### src/ssw_pkg.sv
// Purpose: constants for the supply supervisor and watchdog block
// Assumes: 50 MHz clock, one clock domain, synchronous active-low reset
// Notes: long counts are top-level parameters that default to these values
//
// Contract
// - both reset outputs stay asserted while the supply is below threshold and for the power-up timeout after it rises.
// - after the timeout both reset pins are released to their external resistors.
// - a below-threshold indication asserts both reset outputs at once.
// - an external agent forcing either reset pin active starts and holds a reset on both outputs; the code releases both for 3 cycles at each timeout if held.
// - a rising edge on the active-high reset pin starts a reset timeout.
// - a falling edge on the active-low reset pin starts a reset timeout.
// - with no serial data transition for 1.6 s the watchdog forces a reset.
// - any serial data transition clears the watchdog; the controller must toggle it often enough.
// - while reset is asserted the watchdog count is held at zero.
// - the watchdog is a build option; without it no watchdog reset ever occurs.
// - a high write-protect pin makes the memory read only.
// - memory writes are inhibited while the supply is below threshold.
// - while reset is active memory accesses are ignored and no acknowledge is given.
// - a stop ending a write starts an internal write cycle of at most 10 ms with the bus disabled.
// - serial clock and data pulses shorter than 200 ns are filtered out.
package ssw_pkg;
  localparam int unsigned CLK_HZ = 50_000_000;
  localparam int unsigned CLK_NS = 20;
  // power-up reset timeout, nominal 200 ms
  localparam int unsigned PUR_TMO_MS = 200;
  localparam int unsigned PUR_TMO_CYC = PUR_TMO_MS * (CLK_HZ / 1000);
  // watchdog period 1.6 s, kept in ms
  localparam int unsigned WDOG_MS = 1600;
  localparam int unsigned WDOG_CYC = WDOG_MS * (CLK_HZ / 1000);
  // internal write cycle time, longest 10 ms, rounded down
  localparam int unsigned WRCYC_MS = 10;
  localparam int unsigned WRCYC_CYC = WRCYC_MS * (CLK_HZ / 1000);
  // noise suppression 200 ns, least time rounded up
  localparam int unsigned NOISE_NS = 200;
  localparam int unsigned NOISE_CYC = (NOISE_NS + CLK_NS - 1) / CLK_NS;
  localparam int unsigned CNT_W = 27;
  localparam logic [3:0] FILT_RST = 4'h0;
  // supervisor states
  typedef enum logic [2:0] {
    SSW_LOW  = 3'b001,
    SSW_HOLD = 3'b010,
    SSW_RUN  = 3'b100
  } ssw_state_t;
endpackage : ssw_pkg

### src/ssw_glitch_filter.sv
// Purpose: synchronise a pin and reject pulses shorter than a set count
// Assumes: input is asynchronous to clk
// Notes: output changes only after the input has stood stable long enough
`timescale 1ns/1ps
module ssw_glitch_filter #(
  parameter int unsigned STABLE = 10,
  parameter logic RST_VAL = 1'b1
) (
  // clock and reset
  input wire logic clk,
  input wire logic rst_b,
  // pin and filtered level
  input wire logic pin_i,
  output logic level_o
);
  logic meta_q;
  logic sync_q;
  logic [3:0] cnt_q;
  logic [3:0] cnt_d;
  logic level_d;
  wire differ = (sync_q != level_o);
  wire settled = (cnt_q == 4'(STABLE - 1));

  // count stable cycles while the synced level differs from the output
  assign cnt_d = (!differ || settled) ? ssw_pkg::FILT_RST : cnt_q + 4'h1;
  assign level_d = (differ && settled) ? sync_q : level_o;

  // two-flop synchroniser then filter register
  always_ff @(posedge clk) begin
    if (!rst_b) begin
      meta_q <= RST_VAL;
      sync_q <= RST_VAL;
      cnt_q <= ssw_pkg::FILT_RST;
      level_o <= RST_VAL;
    end else begin
      meta_q <= pin_i;
      sync_q <= meta_q;
      cnt_q <= cnt_d;
      level_o <= level_d;
    end
  end
endmodule : ssw_glitch_filter

### src/ssw_supervisor.sv
// Purpose: reset supervisor, watchdog and memory write gating
// Assumes: supply_low is a comparator level from the analog threshold circuit
// Notes: reset pins are open drain, enable low while driving
`timescale 1ns/1ps
module ssw_supervisor #(
  parameter bit HAS_WDOG = 1'b1,
  parameter int unsigned PUR_TMO_CYCLES = ssw_pkg::PUR_TMO_CYC,
  parameter int unsigned WDOG_CYCLES = ssw_pkg::WDOG_CYC,
  parameter int unsigned WRCYC_CYCLES = ssw_pkg::WRCYC_CYC
) (
  // clock and reset
  input wire logic clk,
  input wire logic rst_b,
  // supply comparator, high while below reset_threshold
  input wire logic supply_low,
  // active-low reset pin
  input wire logic rst_lo_pin_i,
  output logic rst_lo_pin_o,
  output logic rst_lo_pin_oe_b,
  // active-high reset pin
  input wire logic rst_hi_pin_i,
  output logic rst_hi_pin_o,
  output logic rst_hi_pin_oe_b,
  // serial bus pins
  input wire logic scl_pin_i,
  input wire logic sda_pin_i,
  output logic scl_filt,
  output logic sda_filt,
  // write protect pin, pulled low when floating
  input wire logic wp_pin_i,
  // protocol engine handshake
  input wire logic wr_stop,
  input wire logic ack_req,
  output logic ack_allow,
  output logic write_allow,
  output logic bus_busy,
  output logic reset_active
);
  ssw_pkg::ssw_state_t state_q;
  ssw_pkg::ssw_state_t state_d;
  logic [ssw_pkg::CNT_W-1:0] tmo_q;
  logic [ssw_pkg::CNT_W-1:0] wdg_q;
  logic [ssw_pkg::CNT_W-1:0] wr_q;
  logic sup_m_q;
  logic sup_q;
  logic wp_m_q;
  logic wp_q;
  logic lo_m_q;
  logic lo_s_q;
  logic lo_prev_q;
  logic hi_m_q;
  logic hi_s_q;
  logic hi_prev_q;
  logic drive_q;
  logic sda_prev_q;
  logic ack_q;
  logic [1:0] echo_q;

  // ---------------------------------------------------------------
  // input conditioning
  // ---------------------------------------------------------------
  // pin noise filters
  ssw_glitch_filter #(.STABLE(ssw_pkg::NOISE_CYC), .RST_VAL(1'b1)) u_scl (
    .clk(clk), .rst_b(rst_b), .pin_i(scl_pin_i), .level_o(scl_filt));
  ssw_glitch_filter #(.STABLE(ssw_pkg::NOISE_CYC), .RST_VAL(1'b1)) u_sda (
    .clk(clk), .rst_b(rst_b), .pin_i(sda_pin_i), .level_o(sda_filt));

  // manual reset edges, masked while we drive the pins ourselves
  // our own drive is still seen through the synchronisers two cycles after release
  wire own_drive = drive_q || echo_q[0] || echo_q[1];
  wire lo_fall = lo_prev_q && !lo_s_q && !own_drive;
  wire hi_rise = !hi_prev_q && hi_s_q && !own_drive;
  wire pin_held = (!lo_s_q || hi_s_q) && !own_drive;
  wire sda_edge = (sda_filt != sda_prev_q);
  wire wdg_fire = HAS_WDOG && (wdg_q == ssw_pkg::CNT_W'(WDOG_CYCLES - 1));
  wire trig = lo_fall || hi_rise || wdg_fire || pin_held;
  wire tmo_done = (tmo_q == ssw_pkg::CNT_W'(PUR_TMO_CYCLES - 1));
  wire wr_busy = (wr_q != '0);

  // ---------------------------------------------------------------
  // state machine
  // ---------------------------------------------------------------
  // supervisor next state
  always_comb begin
    state_d = state_q;
    case (state_q)
      ssw_pkg::SSW_LOW:  if (!sup_q) state_d = ssw_pkg::SSW_HOLD;
      ssw_pkg::SSW_HOLD: if (sup_q) state_d = ssw_pkg::SSW_LOW;
                         else if (tmo_done && !trig) state_d = ssw_pkg::SSW_RUN;
      ssw_pkg::SSW_RUN:  if (sup_q) state_d = ssw_pkg::SSW_LOW;
                         else if (trig) state_d = ssw_pkg::SSW_HOLD;
      default: state_d = ssw_pkg::SSW_LOW;
    endcase
  end

  // ---------------------------------------------------------------
  // pin drive and gating
  // ---------------------------------------------------------------
  // open-drain drive: active-low pin pulls low, active-high pin pulls high
  assign rst_lo_pin_o = 1'b0;
  assign rst_hi_pin_o = 1'b1;
  assign rst_lo_pin_oe_b = !drive_q;
  assign rst_hi_pin_oe_b = !drive_q;
  assign reset_active = drive_q || !lo_s_q || hi_s_q;
  assign write_allow = !sup_q && !wp_q && !reset_active && !wr_busy;
  assign ack_allow = ack_q;
  assign bus_busy = wr_busy;

  // ---------------------------------------------------------------
  // registers
  // ---------------------------------------------------------------
  // input synchronisers
  always_ff @(posedge clk) begin
    if (!rst_b) begin
      sup_m_q <= 1'b1;
      sup_q <= 1'b1;
      wp_m_q <= 1'b0;
      wp_q <= 1'b0;
      lo_m_q <= 1'b1;
      lo_s_q <= 1'b1;
      hi_m_q <= 1'b0;
      hi_s_q <= 1'b0;
    end else begin
      sup_m_q <= supply_low;
      sup_q <= sup_m_q;
      wp_m_q <= wp_pin_i;
      wp_q <= wp_m_q;
      lo_m_q <= rst_lo_pin_i;
      lo_s_q <= lo_m_q;
      hi_m_q <= rst_hi_pin_i;
      hi_s_q <= hi_m_q;
    end
  end

  // state, timeout and edge history
  always_ff @(posedge clk) begin
    if (!rst_b) begin
      state_q <= ssw_pkg::SSW_LOW;
      tmo_q <= '0;
      drive_q <= 1'b1;
      lo_prev_q <= 1'b1;
      hi_prev_q <= 1'b0;
      sda_prev_q <= 1'b1;
      echo_q <= 2'h3;
    end else begin
      state_q <= state_d;
      tmo_q <= (state_d != ssw_pkg::SSW_HOLD || trig || state_q != ssw_pkg::SSW_HOLD)
               ? '0 : tmo_q + 1'b1;
      drive_q <= (state_d != ssw_pkg::SSW_RUN);
      lo_prev_q <= lo_s_q;
      hi_prev_q <= hi_s_q;
      sda_prev_q <= sda_filt;
      echo_q <= {echo_q[0], drive_q};
    end
  end

  // watchdog counter
  always_ff @(posedge clk) begin
    if (!rst_b) wdg_q <= '0;
    else if (!HAS_WDOG || reset_active || sda_edge || wdg_fire) wdg_q <= '0;
    else wdg_q <= wdg_q + 1'b1;
  end

  // internal write cycle and acknowledge gating
  always_ff @(posedge clk) begin
    if (!rst_b) begin
      wr_q <= '0;
      ack_q <= 1'b0;
    end else begin
      if (wr_busy) wr_q <= (wr_q == ssw_pkg::CNT_W'(WRCYC_CYCLES - 1)) ? '0 : wr_q + 1'b1;
      else if (wr_stop && write_allow) wr_q <= ssw_pkg::CNT_W'(1);
      ack_q <= ack_req && !reset_active && !wr_busy && !sup_q;
    end
  end

  // ---------------------------------------------------------------
  // assertions
  // ---------------------------------------------------------------
  supply_drive_a: assert property (@(posedge clk) disable iff (!rst_b)
    sup_q |=> ##1 !rst_lo_pin_oe_b && !rst_hi_pin_oe_b)
    else $error("reset not driven while supply low");
  release_time_a: assert property (@(posedge clk) disable iff (!rst_b)
    $fell(drive_q) |-> $past(state_q) == ssw_pkg::SSW_HOLD && $past(tmo_done))
    else $error("reset released before timeout");
  hold_start_a: assert property (@(posedge clk) disable iff (!rst_b)
    $rose(drive_q) |-> $past(trig) || $past(sup_q))
    else $error("reset driven without cause");
  low_edge_a: assert property (@(posedge clk) disable iff (!rst_b)
    lo_fall && !sup_q |=> drive_q)
    else $error("falling edge did not start reset");
  high_edge_a: assert property (@(posedge clk) disable iff (!rst_b)
    hi_rise && !sup_q |=> drive_q)
    else $error("rising edge did not start reset");
  wdog_hold_a: assert property (@(posedge clk) disable iff (!rst_b)
    reset_active |=> wdg_q == '0)
    else $error("watchdog counted during reset");
  wdog_none_a: assert property (@(posedge clk) disable iff (!rst_b)
    !HAS_WDOG |-> !wdg_fire)
    else $error("watchdog fired when absent");
  wp_block_a: assert property (@(posedge clk) disable iff (!rst_b)
    wp_q || sup_q |-> !write_allow)
    else $error("write allowed while protected");
  ack_gate_a: assert property (@(posedge clk) disable iff (!rst_b)
    reset_active || wr_busy |=> !ack_allow)
    else $error("acknowledge during reset or write cycle");
  trig_drive_a: assert property (@(posedge clk) disable iff (!rst_b)
    trig |=> drive_q)
    else $error("trigger did not drive reset");
  wdog_drive_a: assert property (@(posedge clk) disable iff (!rst_b)
    wdg_fire |=> drive_q)
    else $error("watchdog timeout did not drive reset");
  own_echo_a: assert property (@(posedge clk) disable iff (!rst_b)
    $fell(drive_q) |-> !(lo_fall || hi_rise || pin_held) [*2])
    else $error("own pin drive retriggered a reset");
  write_start_a: assert property (@(posedge clk) disable iff (!rst_b)
    wr_stop && write_allow |=> bus_busy)
    else $error("write cycle did not start");
  pins_pair_a: assert property (@(posedge clk) disable iff (!rst_b)
    rst_lo_pin_oe_b == rst_hi_pin_oe_b)
    else $error("reset pins driven apart");
  run_release_a: assert property (@(posedge clk) disable iff (!rst_b)
    state_q == ssw_pkg::SSW_RUN |-> rst_lo_pin_oe_b)
    else $error("reset driven in run state");
endmodule : ssw_supervisor

### config.mk
export PLATFORM = sky130hd
export DESIGN_NAME = ssw_supervisor
export DESIGN_NICKNAME = d
export VERILOG_FILES = /design/src/ssw_pkg.sv /design/src/ssw_glitch_filter.sv /design/src/ssw_supervisor.sv
export SDC_FILE = /design/constraint.sdc
export NUM_CORES = 1
export LEC_CHECK = 0
export BUFFER_PORTS_ARGS = -buffer_cell sky130_fd_sc_hd__buf_2
export CAP_MARGIN = 30
export CORE_AREA = 2 2 82 162
export CTS_BUF_LIST = sky130_fd_sc_hd__clkbuf_2 sky130_fd_sc_hd__clkbuf_4 sky130_fd_sc_hd__clkbuf_8
export DETAILED_ROUTE_END_ITERATION = 6
export DIE_AREA = 0 0 84 164
export PLACE_DENSITY = 0.67
export SYNTH_ARGS = -nofsm -noshare
export SYNTH_HDL_FRONTEND = slang
export SYNTH_SLANG_ARGS = --single-unit
export TNS_END_PERCENT = 50
### constraint.sdc
create_clock -name clk -period 1.8 [get_ports clk]
set_input_delay 0.36 -clock clk [delete_from_list [all_inputs] [get_ports clk]]
set_output_delay 0.36 -clock clk [all_outputs]
set_load 0.03 [all_outputs]
### After elaboration in Yosys (flattened, before gate mapping)

Index checks and enable logic that the tools add are counted.

* reduce and logical (&&, ||, !) cells: 46
* muxes and demuxes: 9
* add/subtract/negate cells: 5
* equality and inequality tests: 14
* bitwise operators: 1

Operators by type and width (count)
* adder 27 x 1 -> 27 bit (second input constant): 3
* 2-to-1 mux 27 bit: 3
* == test 27 x 19 -> 1 bit (second input constant): 1
* == test 27 x 24 -> 1 bit (second input constant): 1
* == test 27 bit (second input constant): 1
* nonzero test 27 bit: 1
* logical AND 1 bit: 15
* 2-to-1 mux 3 bit: 5
* logical OR 1 bit: 14
* zero test 1 bit: 11
* one-hot mux 3 bit (3 select lines): 1
* adder 4 x 1 -> 4 bit (second input constant): 2
* == test 4 bit (second input constant): 2
* OR reduction 2 bit: 4
* != test 3 x 2 -> 1 bit (second input constant): 2
* == test 3 x 1 -> 1 bit (second input constant): 1
* == test 3 x 2 -> 1 bit (second input constant): 1
* == test 3 bit (second input constant): 1
* != test 1 bit: 3
* != test 3 bit (second input constant): 1
* nonzero test 2 bit: 1
* inverter 1 bit: 1

* flip-flop bits (word level): 113

### Depth between registers and ports, before layout

Gate-level depths: netlist of run 1.

* depth after elaboration: 16
* depth in mapped cells: 8
* mapped depth without buffers: 6

### Hierarchy

Synthesis of run 1 repeated with hierarchy kept, for this count alone.

* cell total of the unflattened synthesis: 537
* area, all modules: 4872.2 µm²

Modules (own cells, without submodules)
* ssw_supervisor: area an instance 4329.2 µm², sequential area each 1941.9 µm², cells each 489, instances 1
* ssw_glitch_filter: area an instance 271.5 µm², sequential area each 140.1 µm², cells each 24, instances 2

### Least setup slack after synthesis of run 1

OpenSTA, ideal clock, no wires.

* path kind: reg2out
* from: reg wr_q[9] (netlist name)
* to: out write_allow
* buffers on the path: 0
* arrival: 2.453 ns
* setup slack: -1.013 ns
* cell stages (with the launch flop): 5
* cells stage by stage: dfxtp_1 nor4_1 nand4_1 nand4b_1 nor4_1

* cells in the longest elaborated chain, start to end: 3

Ends and longest elaborated chain
* start, declared: RTL line ssw_supervisor.sv:43 `logic [ssw_pkg::CNT_W-1:0] wr_q;`
* start signal, assigned: RTL line ssw_supervisor.sv:170 `if (wr_busy) wr_q <= (wr_q == ssw_pkg::CNT_W'(WRCYC_CYCLES - 1)) ? '0 : wr_q + 1'b1;`
* start signal, assigned: RTL line ssw_supervisor.sv:171 `else if (wr_stop && write_allow) wr_q <= ssw_pkg::CNT_W'(1);`
* nonzero test 27 bit: RTL line ssw_supervisor.sv:78 `wire wr_busy = (wr_q != '0);`
* via bus_busy: RTL line ssw_supervisor.sv:36 `output logic bus_busy,`
* zero test 1 bit: RTL line ssw_supervisor.sv:105 `assign write_allow = !sup_q && !wp_q && !reset_active && !wr_busy;`
* logical AND 1 bit: RTL line ssw_supervisor.sv:105
* end, declared: RTL line ssw_supervisor.sv:35 `output logic write_allow,`

The timed path passes the listed nets, and every way through them passes these cells.

### Final worst setup path of run 1

* from: reg wr_q[9] (netlist name)
* to: out write_allow

* cells in the longest elaborated chain, start to end: 3

Ends and longest elaborated chain (RTL line)
* nonzero test 27 bit: ssw_supervisor.sv:78
* zero test 1 bit: ssw_supervisor.sv:105
* logical AND 1 bit: ssw_supervisor.sv:105

Every way passes these cells.

==> results of run 1 <==
==> worst max path at each step <==
| stage | depth (start not counted) | startpoint | slack, ns | end |
|---|---|---|---|---|
| 2_1_floorplan | 4 | wr_q[5]$_SDFFE_PN0P_ | -0.53 | write_allow |
| 3_3_place_gp | 7 | wr_q[9]$_SDFFE_PN0P_ | -0.30 | wr_q[1]$_SDFFE_PN0P_ |
| 3_5_place_dp | 7 | wr_q[9]$_SDFFE_PN0P_ | -0.29 | wr_q[1]$_SDFFE_PN0P_ |
| 4_1_cts | 6 | wr_q[9]$_SDFFE_PN0P_ | -0.53 | write_allow |
| 5_1_grt | 6 | wr_q[9]$_SDFFE_PN0P_ | -0.63 | write_allow |
| 6_report | 6 | wr_q[9]$_SDFFE_PN0P_ | -0.54 | write_allow |
==> repair_timing <==
item	in CTS	in global routing
pin swaps	39	26
endpoints found under the setup margin	84	86
gates resized for setup	39	65
gates cloned	5	3
buffers inserted	10	9
==> layout by cell type (no fill, tap or decap), types with 5 or more instances in the layout <==
master | netlist | final
nand2b_1 | 12 | 12
clkbuf_8 | 0 | 9
nand3_1 | 42 | 38
nor3_1 | 20 | 17
buf_6 | 5 | 8
nor2_1 | 92 | 63
nor4_2 | 0 | 5
and3_1 | 7 | 6
nor3_2 | 7 | 9
nor2b_1 | 6 | 6
nor4_1 | 15 | 8
nor2_4 | 0 | 12
and2_1 | 6 | 6
buf_4 | 5 | 100
dfxtp_2 | 0 | 13
nand2_1 | 31 | 30
nor2_2 | 1 | 18
nand4_1 | 20 | 20
and4_1 | 7 | 6
buf_2 | 3 | 15
ha_1 | 8 | 5
dfxtp_1 | 111 | 98
xor2_1 | 45 | 45
buf_12 | 0 | 6
inv_1 | 16 | 16
xnor2_1 | 36 | 36
==> sequential cells by signal, summed over array words and instances, names as in the netlist, 2 cells and up <==
name	cells
echo_q	2
state_q	3
tmo_q	27
u_scl.cnt_q	4
u_sda.cnt_q	4
wdg_q	27
wr_q	27
==> metrics by stage <==
step | area, sq um | hold slack (ns) | setup TNS (ns) | total power [mW] | setup WS (ns)
6_report | 6740 | 0.144 | -14.10 | 4.39 | -0.537
5_1_grt | 6740 | 0.147 | -18.24 | 4.54 | -0.629
2_1_floorplan | 4950 | 0.386 | -4.44 | 2.70 | -0.529
3_3_place_gp | 5880 | 0.388 | -11.21 | 2.81 | -0.299
4_1_cts | 6450 | 0.129 | -9.66 | 4.39 | -0.526
3_5_place_dp | 5880 | 0.395 | -11.25 | 2.82 | -0.294
==> cell families after synthesis <==
group / Yosys count / synth area share
buffers and inverters: 33 / 0.0376
AOI/OAI and AO/OA: 13 / 0.0182
muxes: 2 / 0.00410
and+or+nand+nor: 291 / 0.318
adders and majority gates: 8 / 0.0205
xor gates and xnor gates: 81 / 0.145
other: 2 / 0.00154
DFF: 111 / 0.455
==> layout make-up <==
| class | instances | area [sq um] |
|---|---|---|
| Clock buffer | 9 | 124 |
| Clock inverter | 7 | 65.1 |
| Fill cell | 1084 | 5810 |
| Inverter | 16 | 60.1 |
| Multi-Input combinational cell | 397 | 2840 |
| Sequential cell | 111 | 2240 |
| Tap cell | 150 | 188 |
| Timing Repair Buffer | 137 | 1230 |
==> worst max-delay path, stage by stage (launching register included) <==
cell      delay, ns
dfxtp_2        0.34
nor4_2         0.28
buf_4          0.16
nand4_1        0.13
nand4b_1       0.32
nor4_4         0.21
buf_6          0.16
==> per-layer routing <==
layer | global-route usage | up-vias | wire, microns
met5 | 0 | - | 0
met4 | 0.0872 | 0 | 349
met3 | 0.0322 | 22 | 265
met2 | 0.340 | 61 | 6660
met1 | 0.166 | 2045 | 4490
li1 | - | 2098 | -
==> where the power goes <==
part           switching [mW]  internal (mW)  leakage [nW]
clock network           0.917          0.530        0.0905
registers              0.0154           2.48         0.904
logic                   0.232          0.212          1.44
total                    1.16           3.22          2.43
==> run summary, run 1 <==
Area fraction of the dominant cell type after synthesis = 0.455
Area Overhead vs Synth = 38.0%
Core ar. = 12600 sq um
Die Width = 84 microns
RSZ-0062 raised after global routing = yes
Max-slew violation count = 0
Syn Inst Count = 541
Cell Area, Synth = 4890 sq um
Worst Path Arrival = 1.98 ns
Initial Util = 0.389
Startpoint Class = flip-flop
Critical path class = flip-flop to output pin
Full die area = 13800 sq um
Drt total wl = 11.8 mm
Core Rows = 58
Vias = 4226
Layout cells sized above 1 = 0.357
I/O pins = 20
Critical path peak fanout = 2
Deepest clock path buffer count = 2
Syn Nets = 559
Largest net degree at the start of global routing = 21
Status = finished, violations left
Final WS setup = -0.537 ns
GRT Total Usage = 0.172
Tmin final = 2.34 ns
Pleak = 2.43 nW
Iteration-0 DRC Markers = 210
First-pass GRT wire length = 19.2 mm
Diode count = 0
Reg2reg setup slack = -0.31 ns
Avg Cell Area, Syn = 9.03 sq um
FF-to-FF Start = wr_q[9]$_SDFFE_PN0P_
GP Congestion = 0.814
Routed Antenna Nets = 0
Critical path required time = 1.44 ns
WHS Path Cells = 2
Die H = 164 microns
CTS tree = done
HP Start = scl_pin_i
GRT overflow = 0
Pre-antenna DRT Iters = 5
Vias per std cell = 5.11
Peak supply drop = 0.617 mV
Synth warnings = 0
Clock latency at the later pin of the worst-skew pair = 0.38 ns
Cts bufs inserted = 9
Routed len/inst = 14.2 microns
Period utilisation layout = 1.30
DP HPWL = 7.86 mm
Critical R2R Capture = wr_q[24]$_SDFFE_PN0P_
Sequential area share after synthesis = 0.455
Max Clk Rate = 0.428 GHz
CTS clk-pin slew, worst paths = 0.11 ns
Hold Path End = u_scl.meta_q$_SDFF_PN1_
Non-filler cells, final = 827
Synth area leader = dfxtp_1
Vias in the first global route = 4388
Final Hold Vio Count = 0
Clock skew = 0.0143 ns
Core Util, Final = 0.537
Clk sinks = 111
EDFF count, synth = 0
Violated checks = negative setup slack
Layout Nets = 690
Max cap viols = 0
Port bufs = 17
Reg2Reg Depth = 8
Power Density = 651 nW/um^2
Synth area leaders = dfxtp_1 (45%), xor2_1 (8.1%), nor2_1 (7.1%), xnor2_1 (6.5%), nand3_1 (4.3%)
Final setup viols = 83
Crit path capture type = output pin
DRC viols = 0
HP Class = input port to flip-flop
Top FF cell, synth = dfxtp_1
Root buf cell = clkbuf_8
Htree depth = 3
Commonest cells post-synth = dfxtp_1 (111), nor2_1 (92), xor2_1 (45), nand3_1 (42), xnor2_1 (36)
Top-count cell post-synth = dfxtp_1
# hold bufs at CTS = 0
Initial antenna violation count = 0
Count of state elements after synthesis = 111
Netlist cell types = 47
Synth async-reset ratio = 0
Placed cell count = 789
(Power assumes the default switching activity.)
==> inputs of run 2 (changes only) <==
MAX_ROUTING_LAYER = met4   (was default)
TNS_END_PERCENT = default   (was 50)
==> run 2 against run 1 <==
Compared with the run above: the flow still finishes with violations (negative setup slack); highest routed layer unchanged; clock skew is essentially flat; clock-buffer cell count grew 1; sequential power is essentially flat.
==> run summary, run 2 (synthesis results as in run 1) <==
Status = finished, violations left
Violated checks = negative setup slack
Clock skew = 0.0144 ns (+0.0000659 ns)
Critical path class = flip-flop to output pin
DRC viols = 0 (unchanged)
Critical path required time = 1.44 ns (about the same)
Startpoint Class = flip-flop
Placed cell count = 792 (+0.38%)
CP top delay family = simple AND/OR/NAND/NOR gates
Die Width = 84 microns (unchanged)
Period utilisation layout = 1.30 (+0.00244)
Cts bufs inserted = 9 (unchanged)
Routed Antenna Nets = 0 (unchanged)
Final Hold Vio Count = 0 (unchanged)
Largest net degree at the start of global routing = 30 (+43%)
DP HPWL = 8.07 mm (+2.8%)
Htree depth = 3 (unchanged)
Final setup viols = 81 (-2.4%)
HP Start = sda_pin_i
Core Rows = 58 (unchanged)
Area Overhead vs Synth = 39.3%
Reg area = 2240 sq um (+0.17%)
Pleak = 2.41 nW (-1.0%)
FF-to-FF Start = wr_q[12]$_SDFFE_PN0P_
I/O pins = 20 (unchanged)
Pre-CTS setup slack = -0.355 ns (-0.0610 ns)
Max stage delay cell, worst path = dfxtp_2
Worst Path Arrival = 1.98 ns (about the same)
Max-slew violation count = 0 (unchanged)
Pre-antenna DRT Iters = 4 (-1)
Crit path capture type = output pin
Biggest regs = tmo_q: 27 flops, wdg_q: 27 flops, wr_q: 27 flops
Full die area = 13800 sq um (unchanged)
CTS clk-pin slew, worst paths = 0.11 ns (about the same)
Max Clk Rate = 0.427 GHz (-0.19%)
Non-filler cells, final = 825 (-0.24%)
Clock latency at the later pin of the worst-skew pair = 0.39 ns (about the same)
Cell Chain, Critical Path = nor4_4 > buf_4 > nand4_1 > nand4b_1 > nor4_4 > buf_4
Core ar. = 12600 sq um (unchanged)
CP max stage delay = 0.35 ns (about the same)
Final WS setup = -0.542 ns (-0.00439 ns)
Vias = 4218 (-0.19%)
Crit path buf inv count = 2 (unchanged)
Initial Util = 0.389 (unchanged)
Peak supply drop = 0.558 mV (-9.5%)
Clk sinks = 111 (unchanged)
GP Congestion = 0.802 (-1.4%)
HP Class = input port to flip-flop
Setup TNS = -9.81 ns (+4.29 ns)
Power Density = 641 nW/um^2 (-1.5%)
Max cap viols = 0 (unchanged)
CTS tree = done
First-pass GRT wire length = 19.9 mm (+3.3%)
Die H = 164 microns (unchanged)
GRT Total Usage = 0.183 (+0.0106)
RSZ-0062 raised after global routing = yes
Vias in the first global route = 4490 (+2.3%)
Layout cells sized above 1 = 0.384 (+0.0262)
Multi-input logic area = 2970 sq um (+4.4%)
Diode count = 0 (unchanged)
Initial antenna violation count = 0 (unchanged)
Tmin final = 2.34 ns (+0.00439 ns)
Pwr Total = 4.36 mW (-0.59%)
Actual slew at the worst max-slew pin = 0.523 ns
Fill count = 1089 (+0.46%)
Vias per std cell = 5.11 (about the same)
# hold bufs at CTS = 0 (unchanged)
Port bufs = 17 (unchanged)
Root buf cell = clkbuf_8
Routed len/inst = 14.4 microns (+1.3%)
GRT overflow = 0 (unchanged)
Worst slew margin = 0.651
Deepest clock path buffer count = 2 (unchanged)
Drt total wl = 11.9 mm (+1.1%)
Commonest cells after routing, fill and taps aside = dfxtp_1 (97), buf_4 (97), nor2_1 (50)
Core Util, Final = 0.542 (+0.00518)
Iteration-0 DRC Markers = 155 (-26%)
CP Launch Point = wr_q[12]$_SDFFE_PN0P_
Critical path peak fanout = 2 (unchanged)
Layout Nets = 688 (-0.29%)
-- run 2: cell count changes in the layout (fill, tap and decap cells not counted), moves of 4 or more --
| cell | previous run | this run |
|---|---|---|
| buf_6 | 8 | 12 |
| nor2_4 | 12 | 22 |
| nor3_1 | 17 | 10 |
| nor2_1 | 63 | 50 |
| nor3_2 | 9 | 14 |
-- run 2: repair_timing --
action / CTS / global route
buffers inserted: 17 / 3
pin swaps: 30 / 43
cloned: 4 / 1
gates resized for setup: 39 / 102
setup endpoints to repair: 85 / 86
-- run 2: final cells by class --
| class | count | share of cell area |
|---|---|---|
| multi-input combinational | 397 | 0.436 |
| tap | 150 | 0.0276 |
| sequential | 111 | 0.329 |
| clock inverter | 6 | 0.00735 |
| timing repair buffer | 135 | 0.172 |
| clock buffer | 10 | 0.0193 |
| inverter | 16 | 0.00882 |
-- run 2: through the flow --
stage	hold slack, ns	cell area, sq um
floorplan	0.386	4960
global placement	0.391	5920
detailed placement	0.400	5920
CTS	0.136	6490
global route	0.131	6810
finish	0.150	6810
-- run 2: per-layer routing --
layer | GRT usage | part of all wire
met1 | 0.174 | 0.37
met2 | 0.344 | 0.57
met3 | 0.0312 | 0.022
met4 | 0.100 | 0.040
met5 | - | 0
-- run 2: path summary, 6_finish.rpt --
check | to | slack [ns] | cells past startpoint
setup / recovery | write_allow | -0.54 | 6
hold / removal | u_sda.meta_q$_SDFF_PN1_ | 0.15 | 2
setup reg to reg | wr_q[3]$_SDFFE_PN0P_ | -0.32 | 10
hold reg to reg | u_sda.sync_q$_SDFF_PN1_ | 0.42 | 1
-- run 2: report_power, final --
part           internal, mW  switching [mW]
Combinational         0.223           0.210
Clock                 0.543           0.890
Sequential             2.48          0.0160
Total                  3.25            1.12
